**config.mk**
```make
export PLATFORM = sky130hd
export DESIGN_NAME = ffe_top
export DESIGN_NICKNAME = d
export VERILOG_FILES = /design/src/ffe_pkg.sv /design/src/ffe_top.sv
export VERILOG_INCLUDE_DIRS = /design/src
export SDC_FILE = /design/constraint.sdc
export NUM_CORES = 1
export LEC_CHECK = 0
export BUFFER_PORTS_ARGS = -buffer_cell sky130_fd_sc_hd__buf_2
export CORE_MARGIN = 3
export CORE_UTILIZATION = 45
export DETAILED_ROUTE_END_ITERATION = 6
export PLACE_DENSITY_LB_ADDON = 0.08
export SLEW_MARGIN = 10
export SYNTH_ARGS = -nofsm -noshare
export SYNTH_HDL_FRONTEND = slang
export SYNTH_SLANG_ARGS = --single-unit
export TNS_END_PERCENT = 100
```
**constraint.sdc**
```tcl
create_clock -name aclk -period 5.4 [get_ports aclk]
set_input_delay 0.81 -clock aclk [delete_from_list [all_inputs] [get_ports aclk]]
set_output_delay 0.81 -clock aclk [all_outputs]
set_load 0.02 [all_outputs]
```
**src/ffe_defines.svh**
```systemverilog
// Offsets, field positions, reset values and frame constants of the frame format engine.
`ifndef FFE_DEFINES_SVH
`define FFE_DEFINES_SVH
`define FFE_REG_CFG 4'h0
`define FFE_REG_MAXLEN 4'h4
`define FFE_REG_IFG 4'h8
`define FFE_REG_STAT 4'hc
`define FFE_CFG_CUSTOM 0
`define FFE_CFG_TXFCS 1
`define FFE_CFG_RXFCS 2
`define FFE_CFG_LENCHK 3
`define FFE_CFG_VLAN 4
`define FFE_CFG_STACK 5
`define FFE_CFG_LASTTAG 6
`define FFE_CFG_W 7
`define FFE_CFG_RST 7'h00
`define FFE_MAXLEN_RST 16'h05ee
`define FFE_IFG_BITS 96
`define FFE_BITS_PER_CLK 8
`define FFE_IFG_MIN 8'(`FFE_IFG_BITS / `FFE_BITS_PER_CLK)
`define FFE_PRE_BYTE 8'h55
`define FFE_SD_BYTE 8'hd5
`define FFE_PAD_BYTE 8'h00
`define FFE_PRE_LEN 3'h7
`define FFE_TYPE_MIN 16'h0600
`define FFE_TPID 16'h8100
`define FFE_TPID_STK 16'h88a8
`define FFE_PAUSE 16'h8808
`define FFE_VLAN_EXTRA 17'h00004
`define FFE_MIN_FRAME 16'h0040
`define FFE_MIN_NOFCS 16'h003c
`define FFE_FCS_LEN 16'h0004
`define FFE_LT_POS 16'h000c
`define FFE_TAG_LEN 16'h0004
`define FFE_CRC_POLY 32'hedb88320
`define FFE_CRC_INIT 32'hffffffff
`define FFE_CRC_RESID 32'hdebb20e3
`define FFE_RESP_OK 2'h0
`define FFE_RESP_ERR 2'h2
`endif

```
**src/ffe_pkg.sv**
```systemverilog
// Types shared by the frame format engine.
package ffe_pkg;
	typedef struct packed {
		logic last;
		logic [7:0] data;
	} ffe_byte_type;
	typedef struct packed {
		logic en;
		logic [7:0] data;
	} ffe_phy_type;
	typedef struct packed {
		logic pause;
		logic len_err;
		logic bad;
	} ffe_stat_type;
	typedef enum logic [2:0] {
		TX_IDLE = 3'h0, TX_PRE = 3'h1, TX_DATA = 3'h3, TX_PAD = 3'h2, TX_FCS = 3'h6, TX_GAP = 3'h7
	} ffe_tx_state_type;
	typedef enum logic [1:0] {
		RX_IDLE = 2'h0, RX_PRE = 2'h1, RX_DATA = 2'h3, RX_DROP = 2'h2
	} ffe_rx_state_type;
endpackage

```
**src/ffe_top.sv**
```systemverilog
// Frame format engine: transmit framing, receive checking and an AXI4-Lite register slave.
// Contract
// RULE1: Transmit puts seven 0x55 preamble bytes ahead of every frame.
// RULE2: Receive strips the preamble unless custom preamble mode is on.
// RULE3: Transmit inserts start delimiter 0xd5; receive always removes it.
// RULE4: Custom mode: client byte replaces delimiter on transmit; receive skips its check.
// RULE5: Destination then source address lead transmit data; receive keeps both.
// RULE6: The client always supplies the source address; it passes unaltered.
// RULE7: Length/type of 1536 or more is a type, else a data byte count.
// RULE8: 0x8100 marks VLAN, 0x8808 pause; stacked mode adds 0x88a8 as VLAN.
// RULE9: With VLAN enabled, tagged frames may exceed maximum by four bytes only.
// RULE10: Transmit length/type passes through unchanged.
// RULE11: Receive uses a length value to strip trailing pad bytes.
// RULE12: With length checking on, a length mismatch is flagged.
// RULE13: A type value passes unprocessed and stays in receive data.
// RULE14: Optionally, length/type after the last VLAN tag is used.
// RULE15: Frames are padded to 64 bytes; pad counts in the check sequence.
// RULE16: Device pad implies device check field; client pad lets a bit choose. With TXFCS set, the device pads to 64 bytes and adds no check field.
// RULE17: Receive withholds pad unless check-field passing is configured.
// RULE18: CRC-32 over address, length/type, data and pad, x31 sent first.
// RULE19: Every received check field is verified; bad frames are reported.
// RULE20: A bit selects forwarding or removal of the received check field.
// RULE21: At least 96 bit times separate transmitted frames.
// RULE22: After the gap, the next frame starts on a 4-byte boundary.
// RULE23: Receive status comes with or right after the final data transfer.
`timescale 1ns/10ps
`include "ffe_defines.svh"
module ffe_top (
	input wire logic aclk,
	input wire logic aresetn,
	input wire logic awvalid,
	output logic awready,
	input wire logic [3:0] awaddr,
	input wire logic wvalid,
	output logic wready,
	input wire logic [31:0] wdata,
	input wire logic [3:0] wstrb,
	output logic bvalid,
	input wire logic bready,
	output logic [1:0] bresp,
	input wire logic arvalid,
	output logic arready,
	input wire logic [3:0] araddr,
	output logic rvalid,
	input wire logic rready,
	output logic [31:0] rdata,
	output logic [1:0] rresp,
	input wire logic tx_valid,
	output logic tx_ready,
	input wire ffe_pkg::ffe_byte_type tx_in,
	output ffe_pkg::ffe_phy_type tx_phy,
	input wire ffe_pkg::ffe_phy_type rx_phy,
	output logic rx_valid,
	output ffe_pkg::ffe_byte_type rx_out,
	output logic rx_stat_valid,
	output ffe_pkg::ffe_stat_type rx_stat
);

	function automatic logic [31:0] ffe_crc8(input logic [31:0] c, input logic [7:0] d);
		logic [31:0] r;
		r = c;
		for (int k = 0; k < 8; k++) begin
			r = (r[0] ^ d[k]) ? ((r >> 1) ^ `FFE_CRC_POLY) : (r >> 1);
		end
		return r;
	endfunction

	// ------------------------------------------------------------
	// Register slave.
	// ------------------------------------------------------------
	logic [`FFE_CFG_W-1:0] cfg_r;
	logic [15:0] maxlen_r;
	logic [7:0] ifg_r;
	logic [15:0] rx_cnt_r, rx_bad_cnt_r;
	logic aw_hold_r, w_hold_r, bvalid_r, rvalid_r;
	logic [3:0] awaddr_r;
	logic [31:0] wdata_r, rdata_r, wmask;
	logic [3:0] wstrb_r;
	logic [1:0] bresp_r, rresp_r;
	wire do_write = aw_hold_r && w_hold_r && !bvalid_r;
	wire ar_take = arvalid && arready;
	wire w_cfg = (awaddr_r == `FFE_REG_CFG);
	wire w_max = (awaddr_r == `FFE_REG_MAXLEN);
	wire w_ifg = (awaddr_r == `FFE_REG_IFG);
	wire w_map = w_cfg || w_max || w_ifg || (awaddr_r == `FFE_REG_STAT);
	wire r_map = (araddr[1:0] == 2'h0);
	wire [31:0] cfg_w = ({25'h0, cfg_r} & ~wmask) | (wdata_r & wmask);
	wire [31:0] max_w = ({16'h0, maxlen_r} & ~wmask) | (wdata_r & wmask);
	wire [31:0] ifg_w = ({24'h0, ifg_r} & ~wmask) | (wdata_r & wmask);
	wire [31:0] rd_mux = (araddr == `FFE_REG_CFG) ? {25'h0, cfg_r} :
		(araddr == `FFE_REG_MAXLEN) ? {16'h0, maxlen_r} :
		(araddr == `FFE_REG_IFG) ? {24'h0, ifg_r} :
		(araddr == `FFE_REG_STAT) ? {rx_bad_cnt_r, rx_cnt_r} : 32'h0;
	genvar gb;
	generate
		for (gb = 0; gb < 4; gb++) begin : g_strb
			assign wmask[8*gb +: 8] = {8{wstrb_r[gb]}};
		end
	endgenerate
	assign awready = !aw_hold_r && !bvalid_r;
	assign wready = !w_hold_r && !bvalid_r;
	assign arready = !rvalid_r;
	assign bvalid = bvalid_r;
	assign bresp = bresp_r;
	assign rvalid = rvalid_r;
	assign rdata = rdata_r;
	assign rresp = rresp_r;
	wire custom = cfg_r[`FFE_CFG_CUSTOM];
	wire tx_inband = cfg_r[`FFE_CFG_TXFCS];
	wire rx_pass = cfg_r[`FFE_CFG_RXFCS];
	wire len_chk = cfg_r[`FFE_CFG_LENCHK];
	wire vlan_en = cfg_r[`FFE_CFG_VLAN];
	wire stack = cfg_r[`FFE_CFG_STACK];
	wire last_tag = cfg_r[`FFE_CFG_LASTTAG];

	always_ff @(posedge aclk) begin
		if (!aresetn) begin
			aw_hold_r <= 1'b0;
			w_hold_r <= 1'b0;
			bvalid_r <= 1'b0;
			rvalid_r <= 1'b0;
			awaddr_r <= 4'h0;
			wdata_r <= 32'h0;
			wstrb_r <= 4'h0;
			bresp_r <= `FFE_RESP_OK;
			rresp_r <= `FFE_RESP_OK;
			rdata_r <= 32'h0;
			cfg_r <= `FFE_CFG_RST;
			maxlen_r <= `FFE_MAXLEN_RST;
			ifg_r <= `FFE_IFG_MIN;
		end else begin
			if (awvalid && awready) begin
				aw_hold_r <= 1'b1;
				awaddr_r <= awaddr;
			end
			if (wvalid && wready) begin
				w_hold_r <= 1'b1;
				wdata_r <= wdata;
				wstrb_r <= wstrb;
			end
			if (do_write) begin
				aw_hold_r <= 1'b0;
				w_hold_r <= 1'b0;
				bvalid_r <= 1'b1;
				bresp_r <= w_map ? `FFE_RESP_OK : `FFE_RESP_ERR;
				if (w_cfg) cfg_r <= cfg_w[`FFE_CFG_W-1:0];
				if (w_max) maxlen_r <= max_w[15:0];
				if (w_ifg) ifg_r <= ifg_w[7:0];
			end else if (bvalid_r && bready) begin
				bvalid_r <= 1'b0;
			end
			if (ar_take) begin
				rvalid_r <= 1'b1;
				rdata_r <= rd_mux;
				rresp_r <= r_map ? `FFE_RESP_OK : `FFE_RESP_ERR;
			end else if (rvalid_r && rready) begin
				rvalid_r <= 1'b0;
			end
		end
	end

	// ------------------------------------------------------------
	// Transmit framer.
	// ------------------------------------------------------------
	ffe_pkg::ffe_tx_state_type tx_st_r, tx_st_nxt;
	logic [15:0] cnt_r, cnt_nxt;
	logic [7:0] gap_r, gap_nxt;
	logic [1:0] lane_r;
	logic [31:0] tcrc_r, tcrc_nxt;
	ffe_pkg::ffe_phy_type phy_r, phy_nxt;
	wire [7:0] ifg_eff = (ifg_r < `FFE_IFG_MIN) ? `FFE_IFG_MIN : ifg_r;
	wire [15:0] pad_tgt = tx_inband ? `FFE_MIN_FRAME : `FFE_MIN_NOFCS;
	wire [15:0] cnt_inc = cnt_r + 16'h1;
	wire pre_end = (cnt_r[2:0] == `FFE_PRE_LEN);
	assign tx_ready = (tx_st_r == ffe_pkg::TX_DATA) || (tx_st_r == ffe_pkg::TX_PRE && custom && pre_end);
	assign tx_phy = phy_r;

	always_comb begin
		tx_st_nxt = tx_st_r;
		cnt_nxt = cnt_r;
		gap_nxt = gap_r;
		tcrc_nxt = tcrc_r;
		phy_nxt = '0;
		case (tx_st_r)
			ffe_pkg::TX_IDLE: begin
				cnt_nxt = 16'h0;
				if (tx_valid && lane_r == 2'h3) tx_st_nxt = ffe_pkg::TX_PRE; // [RULE22]
			end
			ffe_pkg::TX_PRE: begin
				phy_nxt = {1'b1, `FFE_PRE_BYTE}; // [RULE1]
				cnt_nxt = cnt_inc;
				if (pre_end) begin
					phy_nxt.data = custom ? tx_in.data : `FFE_SD_BYTE; // [RULE3] [RULE4]
					tx_st_nxt = ffe_pkg::TX_DATA;
					cnt_nxt = 16'h0;
					tcrc_nxt = `FFE_CRC_INIT;
				end
			end
			ffe_pkg::TX_DATA: begin
				if (tx_valid) begin
					phy_nxt = {1'b1, tx_in.data}; // [RULE5] [RULE6] [RULE10]
					tcrc_nxt = ffe_crc8(tcrc_r, tx_in.data); // [RULE18]
					cnt_nxt = cnt_inc;
					gap_nxt = 8'h0;
					if (tx_in.last) begin
						if (cnt_inc < pad_tgt) tx_st_nxt = ffe_pkg::TX_PAD; // [RULE15]
						else tx_st_nxt = tx_inband ? ffe_pkg::TX_GAP : ffe_pkg::TX_FCS; // [RULE16]
					end
				end
			end
			ffe_pkg::TX_PAD: begin
				phy_nxt = {1'b1, `FFE_PAD_BYTE};
				tcrc_nxt = ffe_crc8(tcrc_r, `FFE_PAD_BYTE); // [RULE15]
				cnt_nxt = cnt_inc;
				if (cnt_inc >= pad_tgt) tx_st_nxt = tx_inband ? ffe_pkg::TX_GAP : ffe_pkg::TX_FCS; // [RULE16]
			end
			ffe_pkg::TX_FCS: begin
				phy_nxt = {1'b1, ~tcrc_r[7:0]}; // [RULE18]
				tcrc_nxt = {8'hff, tcrc_r[31:8]};
				gap_nxt = gap_r + 8'h1;
				if (gap_r == 8'h3) begin
					tx_st_nxt = ffe_pkg::TX_GAP;
					gap_nxt = 8'h0;
				end
			end
			ffe_pkg::TX_GAP: begin
				gap_nxt = gap_r + 8'h1;
				if (gap_r >= ifg_eff - 8'h1) tx_st_nxt = ffe_pkg::TX_IDLE; // [RULE21]
			end
			default: tx_st_nxt = ffe_pkg::TX_IDLE;
		endcase
	end

	always_ff @(posedge aclk) begin
		if (!aresetn) begin
			tx_st_r <= ffe_pkg::TX_IDLE;
			cnt_r <= 16'h0;
			gap_r <= 8'h0;
			lane_r <= 2'h0;
			tcrc_r <= `FFE_CRC_INIT;
			phy_r <= '0;
		end else begin
			tx_st_r <= tx_st_nxt;
			cnt_r <= cnt_nxt;
			gap_r <= gap_nxt;
			lane_r <= lane_r + 2'h1;
			tcrc_r <= tcrc_nxt;
			phy_r <= phy_nxt;
		end
	end

	// ------------------------------------------------------------
	// Receive checker.
	// ------------------------------------------------------------
	ffe_pkg::ffe_rx_state_type rx_st_r, rx_st_nxt;
	logic [15:0] idx_r, idx_nxt, lt_r, lt_nxt, ltp_r, ltp_nxt;
	logic [7:0] lth_r, lth_nxt;
	logic [2:0] pre_r, pre_nxt;
	logic [4:0][7:0] sr_r, sr_nxt;
	logic [31:0] rcrc_r, rcrc_nxt;
	logic vlan_r, vlan_nxt, pause_r, pause_nxt, ltok_r, ltok_nxt;
	logic rv_nxt, rv_r, sv_nxt, sv_r;
	logic held_r, held_nxt;
	logic [7:0] hold_r, hold_nxt;
	ffe_pkg::ffe_byte_type ro_nxt, ro_r;
	ffe_pkg::ffe_stat_type st_nxt, st_r;
	wire [7:0] d = rx_phy.data;
	wire [15:0] tap = rx_pass ? 16'h0 : 16'h4; // [RULE20]
	wire [15:0] j = idx_r - 16'h1 - tap;
	wire [15:0] lt_val = {lth_r, d};
	wire is_tag = (lt_val == `FFE_TPID) || (stack && lt_val == `FFE_TPID_STK); // [RULE8]
	wire is_len = ltok_r && (lt_r < `FFE_TYPE_MIN); // [RULE7] [RULE13]
	wire [16:0] keep = (is_len && !rx_pass) ? {1'b0, ltp_r} + 17'h2 + {1'b0, lt_r} : 17'h1ffff; // [RULE11] [RULE17]
	wire keep_j = {1'b0, j} < keep;
	wire last_j = ({1'b0, j} + 17'h1) == keep;
	wire [15:0] nofcs = idx_r - `FFE_FCS_LEN;
	wire [15:0] dlen = nofcs - ltp_r - 16'h2;
	wire [16:0] max_lim = {1'b0, maxlen_r} + ((vlan_r && vlan_en) ? `FFE_VLAN_EXTRA : 17'h0); // [RULE9]
	wire len_bad = len_chk && is_len && ((lt_r > dlen) || (lt_r < dlen && nofcs > `FFE_MIN_NOFCS)); // [RULE12]
	wire crc_bad = (rcrc_r != `FFE_CRC_RESID);
	wire size_bad = (idx_r < `FFE_MIN_FRAME) || ({1'b0, idx_r} > max_lim);
	assign rx_valid = rv_r;
	assign rx_out = ro_r;
	assign rx_stat_valid = sv_r;
	assign rx_stat = st_r;

	always_comb begin
		rx_st_nxt = rx_st_r;
		idx_nxt = idx_r;
		lt_nxt = lt_r;
		ltp_nxt = ltp_r;
		lth_nxt = lth_r;
		pre_nxt = pre_r;
		sr_nxt = sr_r;
		rcrc_nxt = rcrc_r;
		vlan_nxt = vlan_r;
		pause_nxt = pause_r;
		ltok_nxt = ltok_r;
		held_nxt = held_r;
		hold_nxt = hold_r;
		rv_nxt = 1'b0;
		ro_nxt = '0;
		sv_nxt = 1'b0;
		st_nxt = st_r;
		case (rx_st_r)
			ffe_pkg::RX_IDLE: begin
				if (rx_phy.en) begin
					pre_nxt = 3'h1;
					rx_st_nxt = (custom || d == `FFE_PRE_BYTE) ? ffe_pkg::RX_PRE : ffe_pkg::RX_DROP;
					rv_nxt = custom; // [RULE2]
					ro_nxt = {1'b0, d};
				end
			end
			ffe_pkg::RX_PRE: begin
				idx_nxt = 16'h0;
				ltp_nxt = `FFE_LT_POS;
				ltok_nxt = 1'b0;
				vlan_nxt = 1'b0;
				pause_nxt = 1'b0;
				rcrc_nxt = `FFE_CRC_INIT;
				held_nxt = 1'b0;
				if (!rx_phy.en) rx_st_nxt = ffe_pkg::RX_IDLE;
				else if (custom) begin
					pre_nxt = pre_r + 3'h1;
					rv_nxt = (pre_r != `FFE_PRE_LEN); // [RULE2]
					ro_nxt = {1'b0, d};
					if (pre_r == `FFE_PRE_LEN) rx_st_nxt = ffe_pkg::RX_DATA; // [RULE4] [RULE3]
				end else if (d == `FFE_SD_BYTE) rx_st_nxt = ffe_pkg::RX_DATA; // [RULE3]
				else if (d != `FFE_PRE_BYTE) rx_st_nxt = ffe_pkg::RX_DROP;
			end
			ffe_pkg::RX_DATA: begin
				if (rx_phy.en) begin
					sr_nxt = {sr_r[3:0], d};
					rcrc_nxt = ffe_crc8(rcrc_r, d); // [RULE19]
					idx_nxt = idx_r + 16'h1;
					if (idx_r == ltp_r) lth_nxt = d;
					if (idx_r == ltp_r + 16'h1) begin
						if (ltp_r == `FFE_LT_POS) begin
							vlan_nxt = is_tag;
							pause_nxt = (lt_val == `FFE_PAUSE); // [RULE8]
						end
						if (is_tag && last_tag) ltp_nxt = ltp_r + `FFE_TAG_LEN; // [RULE14]
						else begin
							lt_nxt = lt_val;
							ltok_nxt = 1'b1;
						end
					end
					rv_nxt = (idx_r > tap) && keep_j && !last_j; // [RULE5] [RULE13]
					ro_nxt = {1'b0, sr_r[tap[2:0]]};
					// The final kept byte waits for the frame end so that it leaves with the status.
					if ((idx_r > tap) && last_j) begin
						held_nxt = 1'b1; // [RULE23]
						hold_nxt = sr_r[tap[2:0]];
					end
				end else begin
					rv_nxt = ((idx_r > tap) && keep_j) || held_r; // [RULE23]
					ro_nxt = {1'b1, held_r ? hold_r : sr_r[tap[2:0]]};
					sv_nxt = 1'b1;
					st_nxt.bad = crc_bad || size_bad || len_bad; // [RULE19]
					st_nxt.len_err = len_bad; // [RULE12]
					st_nxt.pause = pause_r;
					rx_st_nxt = ffe_pkg::RX_IDLE;
				end
			end
			ffe_pkg::RX_DROP: if (!rx_phy.en) rx_st_nxt = ffe_pkg::RX_IDLE;
			default: rx_st_nxt = ffe_pkg::RX_IDLE;
		endcase
	end

	always_ff @(posedge aclk) begin
		if (!aresetn) begin
			rx_st_r <= ffe_pkg::RX_IDLE;
			idx_r <= 16'h0;
			lt_r <= 16'h0;
			ltp_r <= `FFE_LT_POS;
			lth_r <= 8'h0;
			pre_r <= 3'h0;
			sr_r <= '0;
			rcrc_r <= `FFE_CRC_INIT;
			vlan_r <= 1'b0;
			pause_r <= 1'b0;
			ltok_r <= 1'b0;
			held_r <= 1'b0;
			hold_r <= 8'h00;
			rv_r <= 1'b0;
			ro_r <= '0;
			sv_r <= 1'b0;
			st_r <= '0;
			rx_cnt_r <= 16'h0;
			rx_bad_cnt_r <= 16'h0;
		end else begin
			rx_st_r <= rx_st_nxt;
			idx_r <= idx_nxt;
			lt_r <= lt_nxt;
			ltp_r <= ltp_nxt;
			lth_r <= lth_nxt;
			pre_r <= pre_nxt;
			sr_r <= sr_nxt;
			rcrc_r <= rcrc_nxt;
			vlan_r <= vlan_nxt;
			pause_r <= pause_nxt;
			ltok_r <= ltok_nxt;
			held_r <= held_nxt;
			hold_r <= hold_nxt;
			rv_r <= rv_nxt;
			ro_r <= ro_nxt;
			sv_r <= sv_nxt;
			st_r <= st_nxt;
			if (sv_nxt) rx_cnt_r <= rx_cnt_r + 16'h1;
			if (sv_nxt && st_nxt.bad) rx_bad_cnt_r <= rx_bad_cnt_r + 16'h1;
		end
	end

	// ------------------------------------------------------------
	// Checks.
	// ------------------------------------------------------------
	logic [15:0] run_r, idle_r;
	logic seen_r;
	always_ff @(posedge aclk) begin
		if (!aresetn) begin
			run_r <= 16'h0;
			idle_r <= 16'h0;
			seen_r <= 1'b0;
		end else begin
			run_r <= phy_r.en ? run_r + 16'h1 : 16'h0;
			idle_r <= phy_r.en ? 16'h0 : idle_r + 16'h1;
			if (phy_r.en) seen_r <= 1'b1;
		end
	end
endmodule

```
==> metrics.yaml <==
cells_and_area:
  drive_above_1_share: 0.132
  nets: 2984
  mostFrequentLayoutCell: "dfxtp_1"
  area_delta_synth_final_pct: 14.9
  antenna_cells: 0
  mostFrequentLayoutCells: "dfxtp_1, nand2_1, nor2_1, a21oi_1, xnor2_1"
  fin_util: 0.530
  num-fill-cells: 4443
  layoutNonFillerInstCount: 3408
logic_synthesis:
  main_combinational_cell_family_by_area_after_synthesis: "simple AND/OR/NAND/NOR gates"
  synth_sequential_area_ratio: 0.322
  synth-xor-area-share: 0.126
  postSynth.topFlopCell: "dfxtp_1"
  synth_seq_cells: 349
  multiplexer_share_of_the_synthesized_area: 0.0536
  synth_async_sr_flop_share: 0
  synth.avg_cell_area_um2: 8.09
  synth_edf_count: 0
  synthAdderAreaFrac: 0.0814
  synth_area_um2: 21700
  synthSimpleGateAreaFrac: 0.209
  synth-compound-area-share: 0.165
  ys_warn_count: 0
  netlist-cell-type-count: 91
  post_synth_inst_count: 2684
floorplan:
  die_height_um: 226
  placeableCoreArea_um2: 47100
  die_width_um: 226
  num_io_pins: 135
  core.rowCount: 79
  floorplan.initialDensity: 0.461
  design.die.area_um2: 50900
worst_setup_path:
  path_delay_family: "compound AO/OA/AOI/OAI gates"
  rrSetupSlack_ns: -0.10
  crit_chain: "buf_6, or4_4, buf_6, nor4_4, xnor2_2, ha_1, inv_2, ha_4, o21a_4, a2111oi_4, o31ai_1, a21oi_1, xnor2_1, ha_1, nand4_1, buf_4, o21a_1, and4_4, a211oi_4, a211oi_4, a21o_4, buf_16, or3_4, a21oi_2"
  worst_ep_arrival_time_ns: 6.01
  critPathKind: "reg2reg"
  slowest_delay_ns: 0.56
  slowest_stage: "or4_4"
  critical_path.endpoint_type: "flop"
  path_buf_inv: 5
  worst_setup_sp_type: "flop"
  cp.required_ns: 5.91
  crit_fanout: 5
placement:
  place.port_buffers: 114
  final_weighted_congestion_in_routability_driven_placement: 0.917
  hpwlAfterDp_mm: 45.9
  dp_cells: 3325
pwr:
  power.leakage_nw: 10.3
  ir_worst_vdd_uv: 193
  post-layout-total-power_mw: 5.98
  power.density_nw_per_um2: 240
sta:
  finalCriticalPeriod_ns: 5.50
  slew_violations: 0
  fin_ws_ns: -0.102
  final-setup-viol-count: 16
  fmax_mhz: 182
  max_slew_margin: 0.224
  worst_pin_slew_ns: 1.16
  grt_setup_unrepaired: "true"
  hold_violation_count_in_the_final_report: 0
  layout_worst_path_cycle_share: 1.02
  skew_ns: 0.0187
drt:
  detailroute.via_count: 19400
  drc_errors: 0
  postRouteWirelength_mm: 64.0
  drt_iter0_drc: 1364
  drt_pre_antenna_iters: 7
  drt.antenna.violating_nets: 0
  per_cell_routed_wire_length_um: 18.8
  via_per_inst: 5.70
run:
  drv.max_cap_violation_count: 0
clocking:
  cts-root-to-sink-buffers: 3
  cts_made_buffers: 42
  clkTransAtPathRegs_ns: 0.06
  insertion_delay_ns: 0.58
  cts-htree-levels: 2
  clock-sinks: 349
  hold_fix_buffers_at_cts: 0
  clock_tree_from_tritoncts: "done"
  cts.root.buffer_cell: "clkbuf_16"
global_routing:
  grt_util_met3: 0.0356
  grt_first_pass_wirelength_mm: 101
  globalRoute.totalOverflow: 0
  grt_start_max_net_pins: 104
  antenna_found_initial: 0
  grtUsageTotal: 0.245
  gr_busiest_metal: "met2"
  global_routing_met1_resource_utilization: 0.340
  use_met2: 0.397
  grt_pass1_vias: 18400
hold_path:
  hold_class: "in2reg"
status:
  outcome: "complete, but fails checks"
  violations: "negative setup slack"
where the power goes:
group	leakage [nW]	switching, mW	internal (mW)
Clock	0.675	1.16	1.69
Sequential	2.82	0.0252	2.60
Combinational	6.84	0.310	0.191
flip-flops by register name, indices dropped and copies added, names as in the netlist, 9 cells and up:
signal / cells
tcrc_r: 32
ltp_r: 14
rdata: 32
rcrc_r: 32
rx_cnt_r: 16
cnt_r: 16
tx_phy: 9
maxlen_r: 16
rx_bad_cnt_r: 16
sr_r: 40
lt_r: 16
wdata_r: 16
idx_r: 16
synthesized netlist by cell type, drive strengths merged (17+ instances only):
| cell | count | area share |
|---|---|---|
| a21o | 23 | 0.0080 |
| a21oi | 195 | 0.045 |
| a22oi | 35 | 0.012 |
| and3 | 28 | 0.0083 |
| buf | 25 | 0.0057 |
| clkbuf | 134 | 0.023 |
| dfxtp | 349 | 0.32 |
| ha | 138 | 0.080 |
| inv | 77 | 0.013 |
| mux2 | 25 | 0.013 |
| mux2i | 88 | 0.041 |
| nand2 | 345 | 0.060 |
| nand2b | 19 | 0.0055 |
| nand3 | 67 | 0.015 |
| nand4 | 37 | 0.011 |
| nor2 | 272 | 0.047 |
| nor2b | 20 | 0.0058 |
| nor3 | 53 | 0.012 |
| nor4 | 28 | 0.0097 |
| o211ai | 22 | 0.0078 |
| o21a | 17 | 0.0059 |
| o21ai | 93 | 0.021 |
| o22ai | 49 | 0.014 |
| or3 | 23 | 0.0069 |
| xnor2 | 189 | 0.077 |
| xor2 | 121 | 0.049 |
cell type report:
cell class / instances / area (µm²) / area share
inverters: 79 / 303 / 0.0121
flip-flops and latches: 349 / 6990 / 0.280
multi-input cells: 2101 / 14200 / 0.569
clock buffers: 62 / 1240 / 0.0496
repair buffers: 201 / 1330 / 0.0532
clock inverters: 9 / 143 / 0.00572
well taps: 607 / 759 / 0.0304
metal layers:
| layer | routed length (µm) | share of wire |
|---|---|---|
| met5 | 0 | 0 |
| met1 | 29900 | 0.47 |
| met2 | 29400 | 0.46 |
| met3 | 3100 | 0.048 |
| met4 | 1590 | 0.025 |
timing repair:
action | CTS | global route
hold endpoints to repair | 0 | 0
pin swaps | 20 | 38
gates resized for setup | 33 | 43
cloned | 2 | 1
setup endpoints to repair | 16 | 17
buffers inserted | 6 | 4
through the flow:
stage          area (µm²)  setup TNS [ns]  setup slack, ns  hold WS [ns]
6_report            24900           -1.22           -0.102         0.425
5_1_grt             24900           -5.42           -0.371         0.417
4_1_cts             24700        -0.00597         -0.00597         0.388
3_5_place_dp        23000           -2.89           -0.225         0.422
3_3_place_gp        23000           -1.43           -0.123         0.410
2_1_floorplan       21700               0           0.0213         0.399
worst reg2reg max path, cell delays in order (launching register included):
cell and delay, ns:
dfxtp_2 0.33, buf_6 0.12, or4_4 0.56, buf_6 0.15, nor4_4 0.26, xnor2_2 0.12, ha_1 0.31, inv_2 0.07
ha_4 0.20, o21a_4 0.23, a2111oi_4 0.37, o31ai_1 0.12, a21oi_1 0.18, xnor2_1 0.09, ha_1 0.30, nand4_1 0.12
buf_4 0.16, o21a_1 0.21, and4_4 0.19, a211oi_4 0.37, a211oi_4 0.05, a21o_4 0.29, buf_16 0.16, or3_4 0.33
a21oi_2 0.12
cells by family after synthesis:
logic type               Yosys count
AO/OA/AOI/OAI                    566
XOR/XNOR                         310
adder cells (fa/ha/maj)          140
buffers and inverters            238
flip-flops                       349
multiplexers                     113
other                              2
AND/OR/NAND/NOR                  966
path summary, 6_finish.rpt:
kind | startpoint | to | cells after the start
worst max-delay path | idx_r[2]$_SDFFE_PN0P_ | rx_bad_cnt_r[3]$_SDFFE_PN0P_ | 24
worst min-delay path | rready | rvalid$_SDFFE_PN0P_ | 2
worst max register to register | idx_r[2]$_SDFFE_PN0P_ | rx_bad_cnt_r[3]$_SDFFE_PN0P_ | 24
worst min register to register | lane_r[0]$_SDFF_PN0_ | lane_r[0]$_SDFF_PN0_ | 1
No activity file was read; power rests on OpenSTA's default activity.
